`src/verilog/cffmb_regs.svh`:
```
// Register offsets, field positions, reset values and scale figures
// for the charger flag and mask bank.
// Assumes inclusion by bare name from the main module.
`ifndef CFFMB_REGS_SVH
`define CFFMB_REGS_SVH

// Register offsets on the register port
`define CFFMB_ADDR_EVENT_FLAGS_TIMERS 8'h06
`define CFFMB_ADDR_EVENT_MASK_CHARGE 8'h07
`define CFFMB_ADDR_EVENT_MASK_FAULTS_TEMP 8'h08
`define CFFMB_ADDR_EVENT_MASK_THERMISTOR_OPEN 8'h09
`define CFFMB_ADDR_EVENT_MASK_TIMERS 8'h0a
`define CFFMB_ADDR_VBAT 8'h12

// Reset values
`define CFFMB_RST_EVENT_MASK_CHARGE 8'h00
`define CFFMB_RST_EVENT_MASK_FAULTS_TEMP 8'h00
`define CFFMB_RST_EVENT_MASK_THERMISTOR_OPEN 8'h71
`define CFFMB_RST_EVENT_MASK_TIMERS 8'h00
`define CFFMB_RST_VBAT 8'h3c

// Timer and fault flag positions, shared by the timer mask register
`define CFFMB_BIT_WATCHDOG 6
`define CFFMB_BIT_SAFETY 5
`define CFFMB_BIT_LDO_OCP 4
`define CFFMB_BIT_WAKE1 2
`define CFFMB_BIT_WAKE2 1
`define CFFMB_BIT_RST_WARN 0

// Charge event mask positions
`define CFFMB_BIT_CV 6
`define CFFMB_BIT_DONE 5
`define CFFMB_BIT_IINLIM 4
`define CFFMB_BIT_DPPM 3
`define CFFMB_BIT_VINDPM 2
`define CFFMB_BIT_THERMREG 1
`define CFFMB_BIT_PGOOD 0

// Fault and temperature mask positions
`define CFFMB_BIT_VIN_OVP 7
`define CFFMB_BIT_BAT_OCP 5
`define CFFMB_BIT_BAT_UVLO 4
`define CFFMB_BIT_TS_COLD 3
`define CFFMB_BIT_TS_COOL 2
`define CFFMB_BIT_TS_WARM 1
`define CFFMB_BIT_TS_HOT 0

// Thermistor open mask position and the fixed upper nibble of its register
`define CFFMB_BIT_TS_OPEN 0
`define CFFMB_EVENT_MASK_THERMISTOR_OPEN_FIXED 4'h7

// Bits that carry an event source in the timer flag, charge mask and fault mask registers
`define CFFMB_USED_EVENT_FLAGS_TIMERS 8'h77
`define CFFMB_USED_EVENT_MASK_CHARGE 8'h7f
`define CFFMB_USED_EVENT_MASK_FAULTS_TEMP 8'hbf

// Battery regulation scale in millivolts
`define CFFMB_VBAT_BASE_MV 3600
`define CFFMB_VBAT_STEP_MV 10
`define CFFMB_VBAT_MAX_MV 4600

`endif

```
`src/verilog/cffmb_pkg.sv`:
```
// Types shared by the charger flag and mask bank.
// Assumes nothing beyond a SystemVerilog compiler.
`default_nettype none

package cffmb_pkg;
    typedef logic [7:0] cffmb_byte_t;
    typedef logic [6:0] cffmb_vcode_t;

    // Register selected by an address
    typedef enum logic [2:0] {
        CFFMB_SEL_NONE  = 3'b000,
        CFFMB_SEL_EVENT_FLAGS_TIMERS = 3'b001,
        CFFMB_SEL_EVENT_MASK_CHARGE = 3'b010,
        CFFMB_SEL_EVENT_MASK_FAULTS_TEMP = 3'b011,
        CFFMB_SEL_EVENT_MASK_THERMISTOR_OPEN = 3'b100,
        CFFMB_SEL_EVENT_MASK_TIMERS = 3'b101,
        CFFMB_SEL_VBAT  = 3'b110
    } cffmb_sel_t;
endpackage

`default_nettype wire

```
`src/verilog/cffmb_event_sync.sv`:
```
// Three-stage synchroniser with rising-edge pulse for event pins.
// Assumes asynchronous level inputs; one pulse per settled rise.
`default_nettype none

module cffmb_event_sync #(
    parameter int WIDTH = 6
) (
    // Clock and reset
    input wire logic clk,
    input wire logic arst_n,
    // Event levels and their rise pulses
    input wire logic [WIDTH-1:0] level_in,
    output logic [WIDTH-1:0] rise_pulse
);

    genvar i;
    generate
        for (i = 0; i < WIDTH; i++) begin : g_bit
            logic s1;
            logic s2;
            logic s3;
            logic settled;

            // Stages; a change counts once stages two and three agree
            always_ff @(posedge clk or negedge arst_n) begin
                if (!arst_n) begin
                    s1 <= 1'b0;
                    s2 <= 1'b0;
                    s3 <= 1'b0;
                end else begin
                    s1 <= level_in[i];
                    s2 <= s1;
                    s3 <= s2;
                end
            end

            // Settled level and a one-cycle pulse on its rise
            always_ff @(posedge clk or negedge arst_n) begin
                if (!arst_n) begin
                    settled <= 1'b0;
                    rise_pulse[i] <= 1'b0;
                end else begin
                    if (s2 == s3) begin
                        settled <= s2;
                    end
                    rise_pulse[i] <= (s2 == s3) && s2 && !settled;
                end
            end
        end
    endgenerate

endmodule

`default_nettype wire

```
`src/verilog/cffmb_bank.sv`:
```
// Flag and mask bank of a single-cell charger: timer fault flags that
// clear on read, four interrupt mask registers, battery regulation code.
// Assumes a register engine on the same clock that issues one-cycle
// read and write strobes; event pins are asynchronous levels.
`default_nettype none

`include "cffmb_regs.svh"

// Function
// - Watchdog expiry sets timer flag bit six
// - Safety timer expiry sets flag bit five
// - Regulator overcurrent sets flag bit four
// - First wake timer sets flag bit two
// - Second wake timer sets flag bit one
// - Reset warning timer sets flag bit zero
// - Charge mask bit six gates constant-voltage event
// - Charge mask bit five gates termination event
// - Bits four to two gate input limits
// - Bits one, zero gate thermal, power-good events
// - Fault mask gates overvoltage, battery current, undervoltage
// - Fault mask low bits gate temperature regions
// - Thermistor open masked after reset, reads 0x71
// - Timer mask gates watchdog and safety timer
// - Timer mask bit four gates regulator overcurrent
// - Timer mask low bits gate button timers
// - Other mask registers reset to zero
// - Regulation code is 3.6 V plus 10 mV steps
// - Codes above 4.6 V clamp to 4.6 V
// - Regulation code resets to 4.2 V
module cffmb_bank (
    // Clock and reset
    input wire logic clk,
    input wire logic arst_n,
    // Register port
    input wire cffmb_pkg::cffmb_byte_t reg_addr,
    input wire logic reg_wr,
    input wire logic reg_rd,
    input wire cffmb_pkg::cffmb_byte_t reg_wdata,
    output cffmb_pkg::cffmb_byte_t reg_rdata,
    output logic reg_rvalid,
    // Asynchronous timer and fault event pins
    input wire logic watchdog_expired,
    input wire logic safety_timer_expired,
    input wire logic regulator_overcurrent,
    input wire logic button_wake_first_expired,
    input wire logic button_wake_second_expired,
    input wire logic button_reset_warning_expired,
    // Flag set pulses of the other flag registers, same clock
    input wire logic [6:0] charge_flag_set,
    input wire cffmb_pkg::cffmb_byte_t fault_temp_flag_set,
    input wire logic thermistor_open_set,
    // Interrupt and regulation setting
    output logic irq,
    output cffmb_pkg::cffmb_vcode_t battery_regulation_voltage_level
);
    import cffmb_pkg::*;

    // Highest legal regulation code, from the millivolt scale
    localparam int VCODE_MAX_INT =
        (`CFFMB_VBAT_MAX_MV - `CFFMB_VBAT_BASE_MV) / `CFFMB_VBAT_STEP_MV;
    localparam cffmb_vcode_t VCODE_MAX = cffmb_vcode_t'(VCODE_MAX_INT);

    // Address decode, shared by the write and read paths
    function automatic cffmb_sel_t decode(input cffmb_byte_t addr);
        cffmb_sel_t sel;
        if (addr == `CFFMB_ADDR_EVENT_FLAGS_TIMERS) begin
            sel = CFFMB_SEL_EVENT_FLAGS_TIMERS;
        end else if (addr == `CFFMB_ADDR_EVENT_MASK_CHARGE) begin
            sel = CFFMB_SEL_EVENT_MASK_CHARGE;
        end else if (addr == `CFFMB_ADDR_EVENT_MASK_FAULTS_TEMP) begin
            sel = CFFMB_SEL_EVENT_MASK_FAULTS_TEMP;
        end else if (addr == `CFFMB_ADDR_EVENT_MASK_THERMISTOR_OPEN) begin
            sel = CFFMB_SEL_EVENT_MASK_THERMISTOR_OPEN;
        end else if (addr == `CFFMB_ADDR_EVENT_MASK_TIMERS) begin
            sel = CFFMB_SEL_EVENT_MASK_TIMERS;
        end else if (addr == `CFFMB_ADDR_VBAT) begin
            sel = CFFMB_SEL_VBAT;
        end else begin
            sel = CFFMB_SEL_NONE;
        end
        return sel;
    endfunction

    cffmb_sel_t sel;
    logic [5:0] pin_levels;
    logic [5:0] pin_rise;
    cffmb_byte_t timer_set;
    cffmb_byte_t flags;
    cffmb_byte_t mask_charge;
    cffmb_byte_t mask_fault;
    logic [3:0] mask_open_low;
    cffmb_byte_t mask_timer;
    logic vbat_reserved;
    cffmb_byte_t mask_open_read;
    logic flag_read;
    logic next_irq;
    cffmb_byte_t next_rdata;

    assign sel = decode(reg_addr);
    assign flag_read = reg_rd && (sel == CFFMB_SEL_EVENT_FLAGS_TIMERS);
    assign mask_open_read = {`CFFMB_EVENT_MASK_THERMISTOR_OPEN_FIXED, mask_open_low};

    // Event pins gathered in flag order
    assign pin_levels = {watchdog_expired, safety_timer_expired,
                         regulator_overcurrent, button_wake_first_expired,
                         button_wake_second_expired,
                         button_reset_warning_expired};

    cffmb_event_sync #(
        .WIDTH(6)
    ) u_sync (
        .clk(clk),
        .arst_n(arst_n),
        .level_in(pin_levels),
        .rise_pulse(pin_rise)
    );

    // Rise pulses placed at their flag positions
    always_comb begin
        timer_set = 8'h00;
        timer_set[`CFFMB_BIT_WATCHDOG] = pin_rise[5];
        timer_set[`CFFMB_BIT_SAFETY] = pin_rise[4];
        timer_set[`CFFMB_BIT_LDO_OCP] = pin_rise[3];
        timer_set[`CFFMB_BIT_WAKE1] = pin_rise[2];
        timer_set[`CFFMB_BIT_WAKE2] = pin_rise[1];
        timer_set[`CFFMB_BIT_RST_WARN] = pin_rise[0];
    end

    // Sticky timer flags; a new event beats the clear of the same read
    always_ff @(posedge clk or negedge arst_n) begin
        if (!arst_n) begin
            flags <= 8'h00;
        end else if (flag_read) begin
            flags <= timer_set;
        end else begin
            flags <= flags | timer_set;
        end
    end

    // Charge and fault mask registers, plain read-write
    always_ff @(posedge clk or negedge arst_n) begin
        if (!arst_n) begin
            mask_charge <= `CFFMB_RST_EVENT_MASK_CHARGE;
            mask_fault <= `CFFMB_RST_EVENT_MASK_FAULTS_TEMP;
        end else if (reg_wr && sel == CFFMB_SEL_EVENT_MASK_CHARGE) begin
            mask_charge <= reg_wdata;
        end else if (reg_wr && sel == CFFMB_SEL_EVENT_MASK_FAULTS_TEMP) begin
            mask_fault <= reg_wdata;
        end
    end

    // Thermistor mask register; upper nibble is fixed
    always_ff @(posedge clk or negedge arst_n) begin
        if (!arst_n) begin
            mask_open_low <= 4'(`CFFMB_RST_EVENT_MASK_THERMISTOR_OPEN & 8'h0f);
        end else if (reg_wr && sel == CFFMB_SEL_EVENT_MASK_THERMISTOR_OPEN) begin
            mask_open_low <= reg_wdata[3:0];
        end
    end

    // Timer mask register, reserved bits kept as written
    always_ff @(posedge clk or negedge arst_n) begin
        if (!arst_n) begin
            mask_timer <= `CFFMB_RST_EVENT_MASK_TIMERS;
        end else if (reg_wr && sel == CFFMB_SEL_EVENT_MASK_TIMERS) begin
            mask_timer <= reg_wdata;
        end
    end

    // Battery regulation code with upper clamp
    always_ff @(posedge clk or negedge arst_n) begin
        if (!arst_n) begin
            vbat_reserved <= 1'(`CFFMB_RST_VBAT >> 7);
            battery_regulation_voltage_level <= 7'(`CFFMB_RST_VBAT & 8'h7f);
        end else if (reg_wr && sel == CFFMB_SEL_VBAT) begin
            vbat_reserved <= reg_wdata[7];
            // code in bits six to zero
            if (reg_wdata[6:0] > VCODE_MAX) begin
                battery_regulation_voltage_level <= VCODE_MAX;
            end else begin
                battery_regulation_voltage_level <= reg_wdata[6:0];
            end
        end
    end

    // Interrupt request from any newly set flag whose mask is clear
    always_comb begin
        next_irq = |(charge_flag_set & ~mask_charge[6:0]
                     & `CFFMB_USED_EVENT_MASK_CHARGE);
        next_irq = next_irq | (|(fault_temp_flag_set & ~mask_fault
                                 & `CFFMB_USED_EVENT_MASK_FAULTS_TEMP));
        next_irq = next_irq
                   | (thermistor_open_set
                      & ~mask_open_low[`CFFMB_BIT_TS_OPEN]);
        next_irq = next_irq | (|(timer_set & ~mask_timer
                                 & `CFFMB_USED_EVENT_FLAGS_TIMERS));
    end

    always_ff @(posedge clk or negedge arst_n) begin
        if (!arst_n) begin
            irq <= 1'b0;
        end else begin
            irq <= next_irq;
        end
    end

    // Read data mux; unmapped offsets read zero
    always_comb begin
        case (sel)
            CFFMB_SEL_EVENT_FLAGS_TIMERS: next_rdata = flags & `CFFMB_USED_EVENT_FLAGS_TIMERS;
            CFFMB_SEL_EVENT_MASK_CHARGE: next_rdata = mask_charge;
            CFFMB_SEL_EVENT_MASK_FAULTS_TEMP: next_rdata = mask_fault;
            CFFMB_SEL_EVENT_MASK_THERMISTOR_OPEN: next_rdata = mask_open_read;
            CFFMB_SEL_EVENT_MASK_TIMERS: next_rdata = mask_timer;
            CFFMB_SEL_VBAT: begin
                next_rdata = {vbat_reserved,
                              battery_regulation_voltage_level};
            end
            default: next_rdata = 8'h00;
        endcase
    end

    // Read answer one cycle after the strobe
    always_ff @(posedge clk or negedge arst_n) begin
        if (!arst_n) begin
            reg_rdata <= 8'h00;
            reg_rvalid <= 1'b0;
        end else begin
            reg_rvalid <= reg_rd;
            if (reg_rd) begin
                reg_rdata <= next_rdata;
            end
        end
    end
endmodule

`default_nettype wire

```
`config.mk`:
```
export PLATFORM = sky130hd
export DESIGN_NAME = cffmb_bank
export DESIGN_NICKNAME = d
export VERILOG_FILES = /design/src/verilog/cffmb_pkg.sv /design/src/verilog/cffmb_event_sync.sv /design/src/verilog/cffmb_bank.sv
export VERILOG_INCLUDE_DIRS = /design/src /design/src/verilog
export SDC_FILE = /design/constraint.sdc
export NUM_CORES = 1
export LEC_CHECK = 0
export BUFFER_PORTS_ARGS = -buffer_cell sky130_fd_sc_hd__buf_2
export CAP_MARGIN = 5
export CORE_UTILIZATION = 50
export CTS_BUF_LIST = sky130_fd_sc_hd__clkbuf_4
export DETAILED_ROUTE_END_ITERATION = 10
export PLACE_DENSITY = 0.81
export SLEW_MARGIN = 5
export SYNTH_ARGS = -nofsm -noshare
export SYNTH_HDL_FRONTEND = slang
export SYNTH_SLANG_ARGS = --single-unit
```
`constraint.sdc`:
```
create_clock -name clk -period 3.1 [get_ports clk]
set_input_delay 0.155 -clock clk [delete_from_list [all_inputs] [get_ports clk]]
set_output_delay 0.155 -clock clk [all_outputs]
set_load 0.05 [all_outputs]
```
# Yosys cells after proc, flatten, opt, wreduce, memory -nomap -nowiden
# Cells that the tools add are included.
[totals] reg_bits=84 output_inout_bits=17 input_bits=42 wordCells=109
[classes] eq_ne=18 magnitude_cmp=1 reduce_logical=28 bitwise=13 muxes=9
[ops] operator="one-hot mux 8 bit (6 select lines)" count=1
[ops] operator="equality test 8 x 4 -> 1 bit, second input constant" count=3
[ops] operator="logical AND 1 bit" count=18
[ops] operator="two-way mux 3 bit" count=6
[ops] operator="equality test 8 x 3 -> 1 bit, second input constant" count=2
[ops] operator="AND 7 bit" count=2
[ops] operator="NOT 7 bit" count=2
[ops] operator="OR reduction 7 bit" count=2
[ops] operator="equality test 3 bit, second input constant" count=3
[ops] operator="AND 8 bit" count=1
[ops] operator="equality test 8 x 5 -> 1 bit, second input constant" count=1
[ops] operator="two-way mux 8 bit" count=1
[ops] operator="NOT 8 bit" count=1
[ops] operator="OR 8 x 7 -> 8 bit" count=1
[ops] operator="greater-than comparator 7 bit, second input constant" count=1
[ops] operator="two-way mux 7 bit" count=1
[ops] operator="equality test 1 bit" count=6
[ops] operator="equality test 3 x 2 -> 1 bit, second input constant" count=2
[ops] operator="zero test 1 bit" count=6
[ops] operator="OR reduction 6 bit" count=1
[ops] operator="equality test 3 x 1 -> 1 bit, second input constant" count=1
[ops] operator="OR 1 bit" count=3
[ops] operator="NOT 1 bit" count=2
[ops] operator="AND reduction 2 bit" count=1
[ops] operator="AND 1 bit" count=1

# Logic depth before layout (Yosys ltp)
[depth] ltp_word=11 mapped_depth=6 ltp_nobuf=4

# By module
# From an unflattened synthesis, not the netlist that was laid out.
[hier_totals] hier_cells=276 area_unflattened_um2=3565.9
[by_module_without_submodules] module="cffmb_bank" cells_each=228 n_inst=1 seq_area_each_um2=1307.5 area_per_inst_um2=2612.5
[by_module_without_submodules] module="cffmb_event_sync" cells_each=48 n_inst=1 seq_area_each_um2=750.7 area_per_inst_um2=953.4

# Worst setup path after synthesis
# Ideal clock, no wire load.
[synth_path] path_type="input -> register" startpoint="in reg_addr[5]" endpoint="reg flags[5]" path_stages=5 t_arrival_ns=1.566 required_time_ns=2.982 path_slack_ns=1.416 setup_time_ns=0.118 path_buffers=2 cell_sequence="or4_1 -> buf_2 -> or4_1 -> buf_2 -> a21o_1"
[synth_between] elab_chain_cells=10 word_cells_on_any_way=15 cone_classes="eq/ne (7); mux (7); reduce/logical (1)"
[synth_rtl] element="start: declaration" line_no="cffmb_bank.sv:35" rtl="input wire cffmb_pkg::cffmb_byte_t reg_addr,"
[synth_rtl] element="equality test 8 x 5 -> 1 bit (no line)"
[synth_rtl] element="two-way mux 3 bit" line_no="cffmb_bank.sv:76" rtl="end else if (addr == `CFFMB_ADDR_VBAT) begin"
[synth_rtl] element="two-way mux 3 bit" line_no="cffmb_bank.sv:74" rtl="end else if (addr == `CFFMB_ADDR_EVENT_MASK_TIMERS) begin"
[synth_rtl] element="two-way mux 3 bit" line_no="cffmb_bank.sv:72" rtl="end else if (addr == `CFFMB_ADDR_EVENT_MASK_THERMISTOR_OPEN) begin"
[synth_rtl] element="two-way mux 3 bit" line_no="cffmb_bank.sv:70" rtl="end else if (addr == `CFFMB_ADDR_EVENT_MASK_FAULTS_TEMP) begin"
[synth_rtl] element="two-way mux 3 bit" line_no="cffmb_bank.sv:68" rtl="end else if (addr == `CFFMB_ADDR_EVENT_MASK_CHARGE) begin"
[synth_rtl] element="two-way mux 3 bit *" line_no="cffmb_bank.sv:66" rtl="if (addr == `CFFMB_ADDR_EVENT_FLAGS_TIMERS) begin"
[synth_rtl] element="equality test 3 x 1 -> 1 bit *" line_no="cffmb_bank.sv:100" rtl="assign flag_read = reg_rd && (sel == CFFMB_SEL_EVENT_FLAGS_TIMERS);"
[synth_rtl] element="logical AND 1 bit *" line_no="cffmb_bank.sv:100"
[synth_rtl] element="two-way mux 8 bit *" line_no="cffmb_bank.sv:133" rtl="end else if (flag_read) begin"
[synth_rtl] element="end signal: assignment" line_no="cffmb_bank.sv:134" rtl="flags <= timer_set;"
[synth_rtl] element="end signal: assignment" line_no="cffmb_bank.sv:136" rtl="flags <= flags | timer_set;"
[synth_rtl] element="end: declaration" line_no="cffmb_bank.sv:88" rtl="cffmb_byte_t flags;"
# Mark *: on every way between the ends. The rest lies on a longest branch, timed or not.
# A chain may end at the register's enable or synchronous reset.

# Final worst setup path
[layout_path] startpoint="in reg_addr[0]" endpoint="reg mask_timer[6]"
[layout_between] elab_chain_cells=9 word_cells_on_any_way=14 cone_classes="eq/ne (7); mux (6); reduce/logical (1)"
[layout_rtl] element="equality test 8 x 5 -> 1 bit (no line)"
[layout_rtl] element="two-way mux 3 bit" line_no="cffmb_bank.sv:76"
[layout_rtl] element="two-way mux 3 bit" line_no="cffmb_bank.sv:74"
[layout_rtl] element="two-way mux 3 bit" line_no="cffmb_bank.sv:72"
[layout_rtl] element="two-way mux 3 bit" line_no="cffmb_bank.sv:70"
[layout_rtl] element="two-way mux 3 bit" line_no="cffmb_bank.sv:68"
[layout_rtl] element="two-way mux 3 bit *" line_no="cffmb_bank.sv:66"
[layout_rtl] element="equality test 3 bit *" line_no="cffmb_bank.sv:165" rtl="end else if (reg_wr && sel == CFFMB_SEL_EVENT_MASK_TIMERS) begin"
[layout_rtl] element="logical AND 1 bit *" line_no="cffmb_bank.sv:165"
[layout_rtl] element="end signal: assignment" line_no="cffmb_bank.sv:164" rtl="mask_timer <= `CFFMB_RST_EVENT_MASK_TIMERS;"
[layout_rtl] element="end signal: assignment" line_no="cffmb_bank.sv:166" rtl="mask_timer <= reg_wdata;"
[layout_rtl] element="end: declaration" line_no="cffmb_bank.sv:92" rtl="cffmb_byte_t mask_timer;"
# Marks and branches as above.

==> metrics.yaml <==
final_nets: 401
crit_start: "reg_addr[0]"
dr.pass1.iters: 5
clk_latency_ns: 0.43
comb_power_share_pct: 9.9
synth.avg_cell_area_um2: 12.47
rr_endpoint: "reg_rdata[5]"
initialDrtViolationCount: 218
cpPeakStageDelay_ns: 0.50
cts_max_level: 3
ys_seq_elements: 82
dr_total_vias: 2491
ant_nets: 0
period_minus_slack_ns: 1.739
fillers: 506
final_max_slew_viol_count: 0
p_sw_mw: 0.5000
relSlewSlack_pct: 32.10
io_buffer_count: 57
hpwl_mm: 4.890
reg2reg_depth: 3
core_mm2: 0.006531
cts_hold_buffers: 15
status: "completed"
cts.repair.resized: 0
dr.max_layer_used: "met4"
setup.worst_path.end: "mask_timer[6]"
clkTransAtPathRegs_ns: 0.13
fp.dieArea_mm2: 0.007271
initial_utilization_pct: 53.08
critical_path.slowest_cell: "nand3_1"
max-clock-path-buffers: 2
met3_length_um: 518
ys_warn_count: 0
syn_nets: 326
power_frac_seq_pct: 56.8
antenna_found_initial: 0
clock_skew_ns: 0.01709
power.total_mw: 2.035
grt_pass1_vias: 2433
start_kind: "input port"
reg2reg_slack_ns: 1.83
irDropWorstVdd_mv: 0.2934
num_rows: 29
synth_cell_types: 38
synth_top_area_cell: "dfrtp_1"
rsz0062_at_grt: "no"
finalSetupViolations: 0
die_w_um: 85.27
setup_ws_ns: 1.361
wl_met2_mm: 3.345
post-cts-setup-buffer-count: 0
internal_power_mw: 1.535
syn2layout_area_growth_pct: 18.98
hp-class: "input port to flip-flop"
synth_area_mm2: 0.003467
num_io_pins: 59
gp_congestion: 0.8343
max_freq_ghz: 0.5750
cap_violations: 0
die_height_um: 85.27
tns_ns: 0
drive_gt1_share_pct: 34.08
crit_type: "input port to flip-flop"
synth_cells: 278
cts_tree: "done"
diodes: 0
cts.sinks: 82
crit_fanout: 22
cp_data_required_time_ns: 3.42
fin_crit_sh_pct: 56.11
drt-total-wl_mm: 7.415
drc: 0
yosysSeqAreaShare_pct: 59.36
numCtsBuffers: 9
endpoint_kind: "flip-flop"
routedWlPerCell_um: 17.05
worst_pin_slew_ns: 1.019
cts_root_buf: "clkbuf_4"
r2r-start: "mask_charge[5]"
clkPwrFrac_pct: 33.3
grt-ovfl-total: 0
grt_pass1_wl_mm: 12.13
grt_max_degree: 83
finalHoldViolations: 0
power.leakage_nw: 1.995
grt.total_usage_pct: 22.41
synth_area_leaders: "dfrtp_1 (56%), mux2_2 (14%), dfstp_2 (3.8%)"
place_ws_ns: 0.9669
netSwitchingFraction_pct: 24.57
cp_cell_sequence: "buf_2, nor3b_1, and2_1, nand3_1, mux2_2"
wl_met1_mm: 3.306
arrival_ns: 2.06
synthDominantCellAreaShare_pct: 55.58
p_per_area_mw_per_mm2: 493.2
vias_per_cell: 5.726
[cell type report]
cell class              instances  area [µm²]  area share [%]
multi-input cells             166        1291           31.30
repair buffers                 74       452.9           10.98
inverters                      20       75.07           1.820
flip-flops and latches         82        2058           49.89
clock inverters                 7       83.83           2.032
well taps                      77       96.34           2.335
clock buffers                   9       67.56           1.638
[worst min-delay path by stage]
stage	from	end	slack, ns	cells past startpoint
after global placement	button_reset_warning_expired	u_sync.g_bit[0].s1	0.26	1
after global routing	reg_wdata[2]	mask_open_low[2]	0.02	2
after detailed placement	button_wake_second_expired	u_sync.g_bit[1].s1	0.26	1
after CTS	reg_wdata[5]	mask_timer[5]	0.003	2
final	reg_wdata[5]	mask_timer[5]	0.02	2
after floorplan	arst_n	battery_regulation_voltage_level[0]	-0.14	0
[through the flow]
stage,hold WS [ns],utilization (%),area (µm²),std cells
2_1_floorplan,-0.1406,-,3467,278
3_3_place_gp,0.2622,58.54,3824,404
3_5_place_dp,0.2643,58.54,3824,404
4_1_cts,0.003088,63.16,4125,435
5_1_grt,0.02252,63.16,4125,435
6_report,0.02478,63.16,4125,435
[flip-flops by register name, indices dropped and copies added (netlist names), 4 cells and up]
name                              count
u_sync.g_bit.s1                       6
mask_fault                            8
u_sync.g_bit.settled                  6
mask_timer                            8
battery_regulation_voltage_level      7
mask_charge                           8
u_sync.g_bit.s2                       6
u_sync.g_bit.s3                       6
mask_open_low                         4
reg_rdata                             8
u_sync.rise_pulse                     6
flags                                 6
[cells in the final DEF, fill, tap and decap left out, types with 6 or more instances in the layout]
| cell type | n |
|---|---|
| a22o_1 | 8 |
| o22ai_1 | 11 |
| nor2_1 | 6 |
| o2bb2ai_1 | 6 |
| o21ai_0 | 8 |
| dlygate4sd3_1 | 15 |
| nor2b_1 | 9 |
| inv_1 | 20 |
| dfrtp_1 | 77 |
| nand2_1 | 23 |
| ha_1 | 6 |
| buf_2 | 56 |
| mux2_2 | 42 |
| clkbuf_4 | 9 |
[critical path: cells and delay by family]
family,cells,cell delay [ns]
multiplexers,1,0.43
AND/OR/NAND/NOR,3,1.21
buffers and inverters,1,0.26
[power groups by stage]
stage / registers [mW] / clock network (mW) / logic, mW
6_report: 1.16 / 0.677 / 0.202
5_1_grt: 1.16 / 0.729 / 0.224
4_1_cts: 1.16 / 0.695 / 0.203
3_5_place_dp: 1.18 / 0 / 0.187
3_3_place_gp: 1.17 / 0 / 0.182
2_1_floorplan: 1.18 / 0 / 0.0912
[synthesized netlist by cell type]
master / n
dfrtp_1: 77
mux2_2: 42
nand2_1: 23
inv_1: 20
o22ai_1: 11
nor2b_1: 9
a22o_1: 8
o21ai_0: 8
ha_1: 6
nor2_1: 6
o2bb2ai_1: 6
a22oi_1: 5
clkbuf_1: 5
dfstp_2: 5
mux2i_1: 5
nor3_1: 5
buf_2: 4
nor4_1: 4
a221oi_1: 3
nand3_1: 3
a21o_1: 2
a21oi_1: 2
a222oi_1: 2
nand2b_1: 2
or4_1: 2
a2111oi_0: 1
and2_1: 1
and2b_1: 1
buf_1: 1
nand3b_1: 1
nand3b_2: 1
nand4_1: 1
nor2_2: 1
nor3b_1: 1
nor4bb_1: 1
o32ai_1: 1
or3_1: 1
or3b_2: 1
[layer usage]
| metal | vias to the layer above | GRT usage (%) |
|---|---|---|
| met5 | - | 0 |
| met4 | 0 | 12.58 |
| met3 | 25 | 4.183 |
| met2 | 112 | 34.31 |
| met1 | 1207 | 30.37 |
| li1 | 1147 | - |
[kinds of logic after synthesis]
| logic type | synth area share (%) |
|---|---|
| AOI/OAI and AO/OA | 10.32 |
| and+or+nand+nor | 9.672 |
| adders and majority gates | 2.165 |
| buffers and inverters | 3.392 |
| DFF | 59.37 |
| muxes | 15.08 |
(Power assumes the default switching activity.)
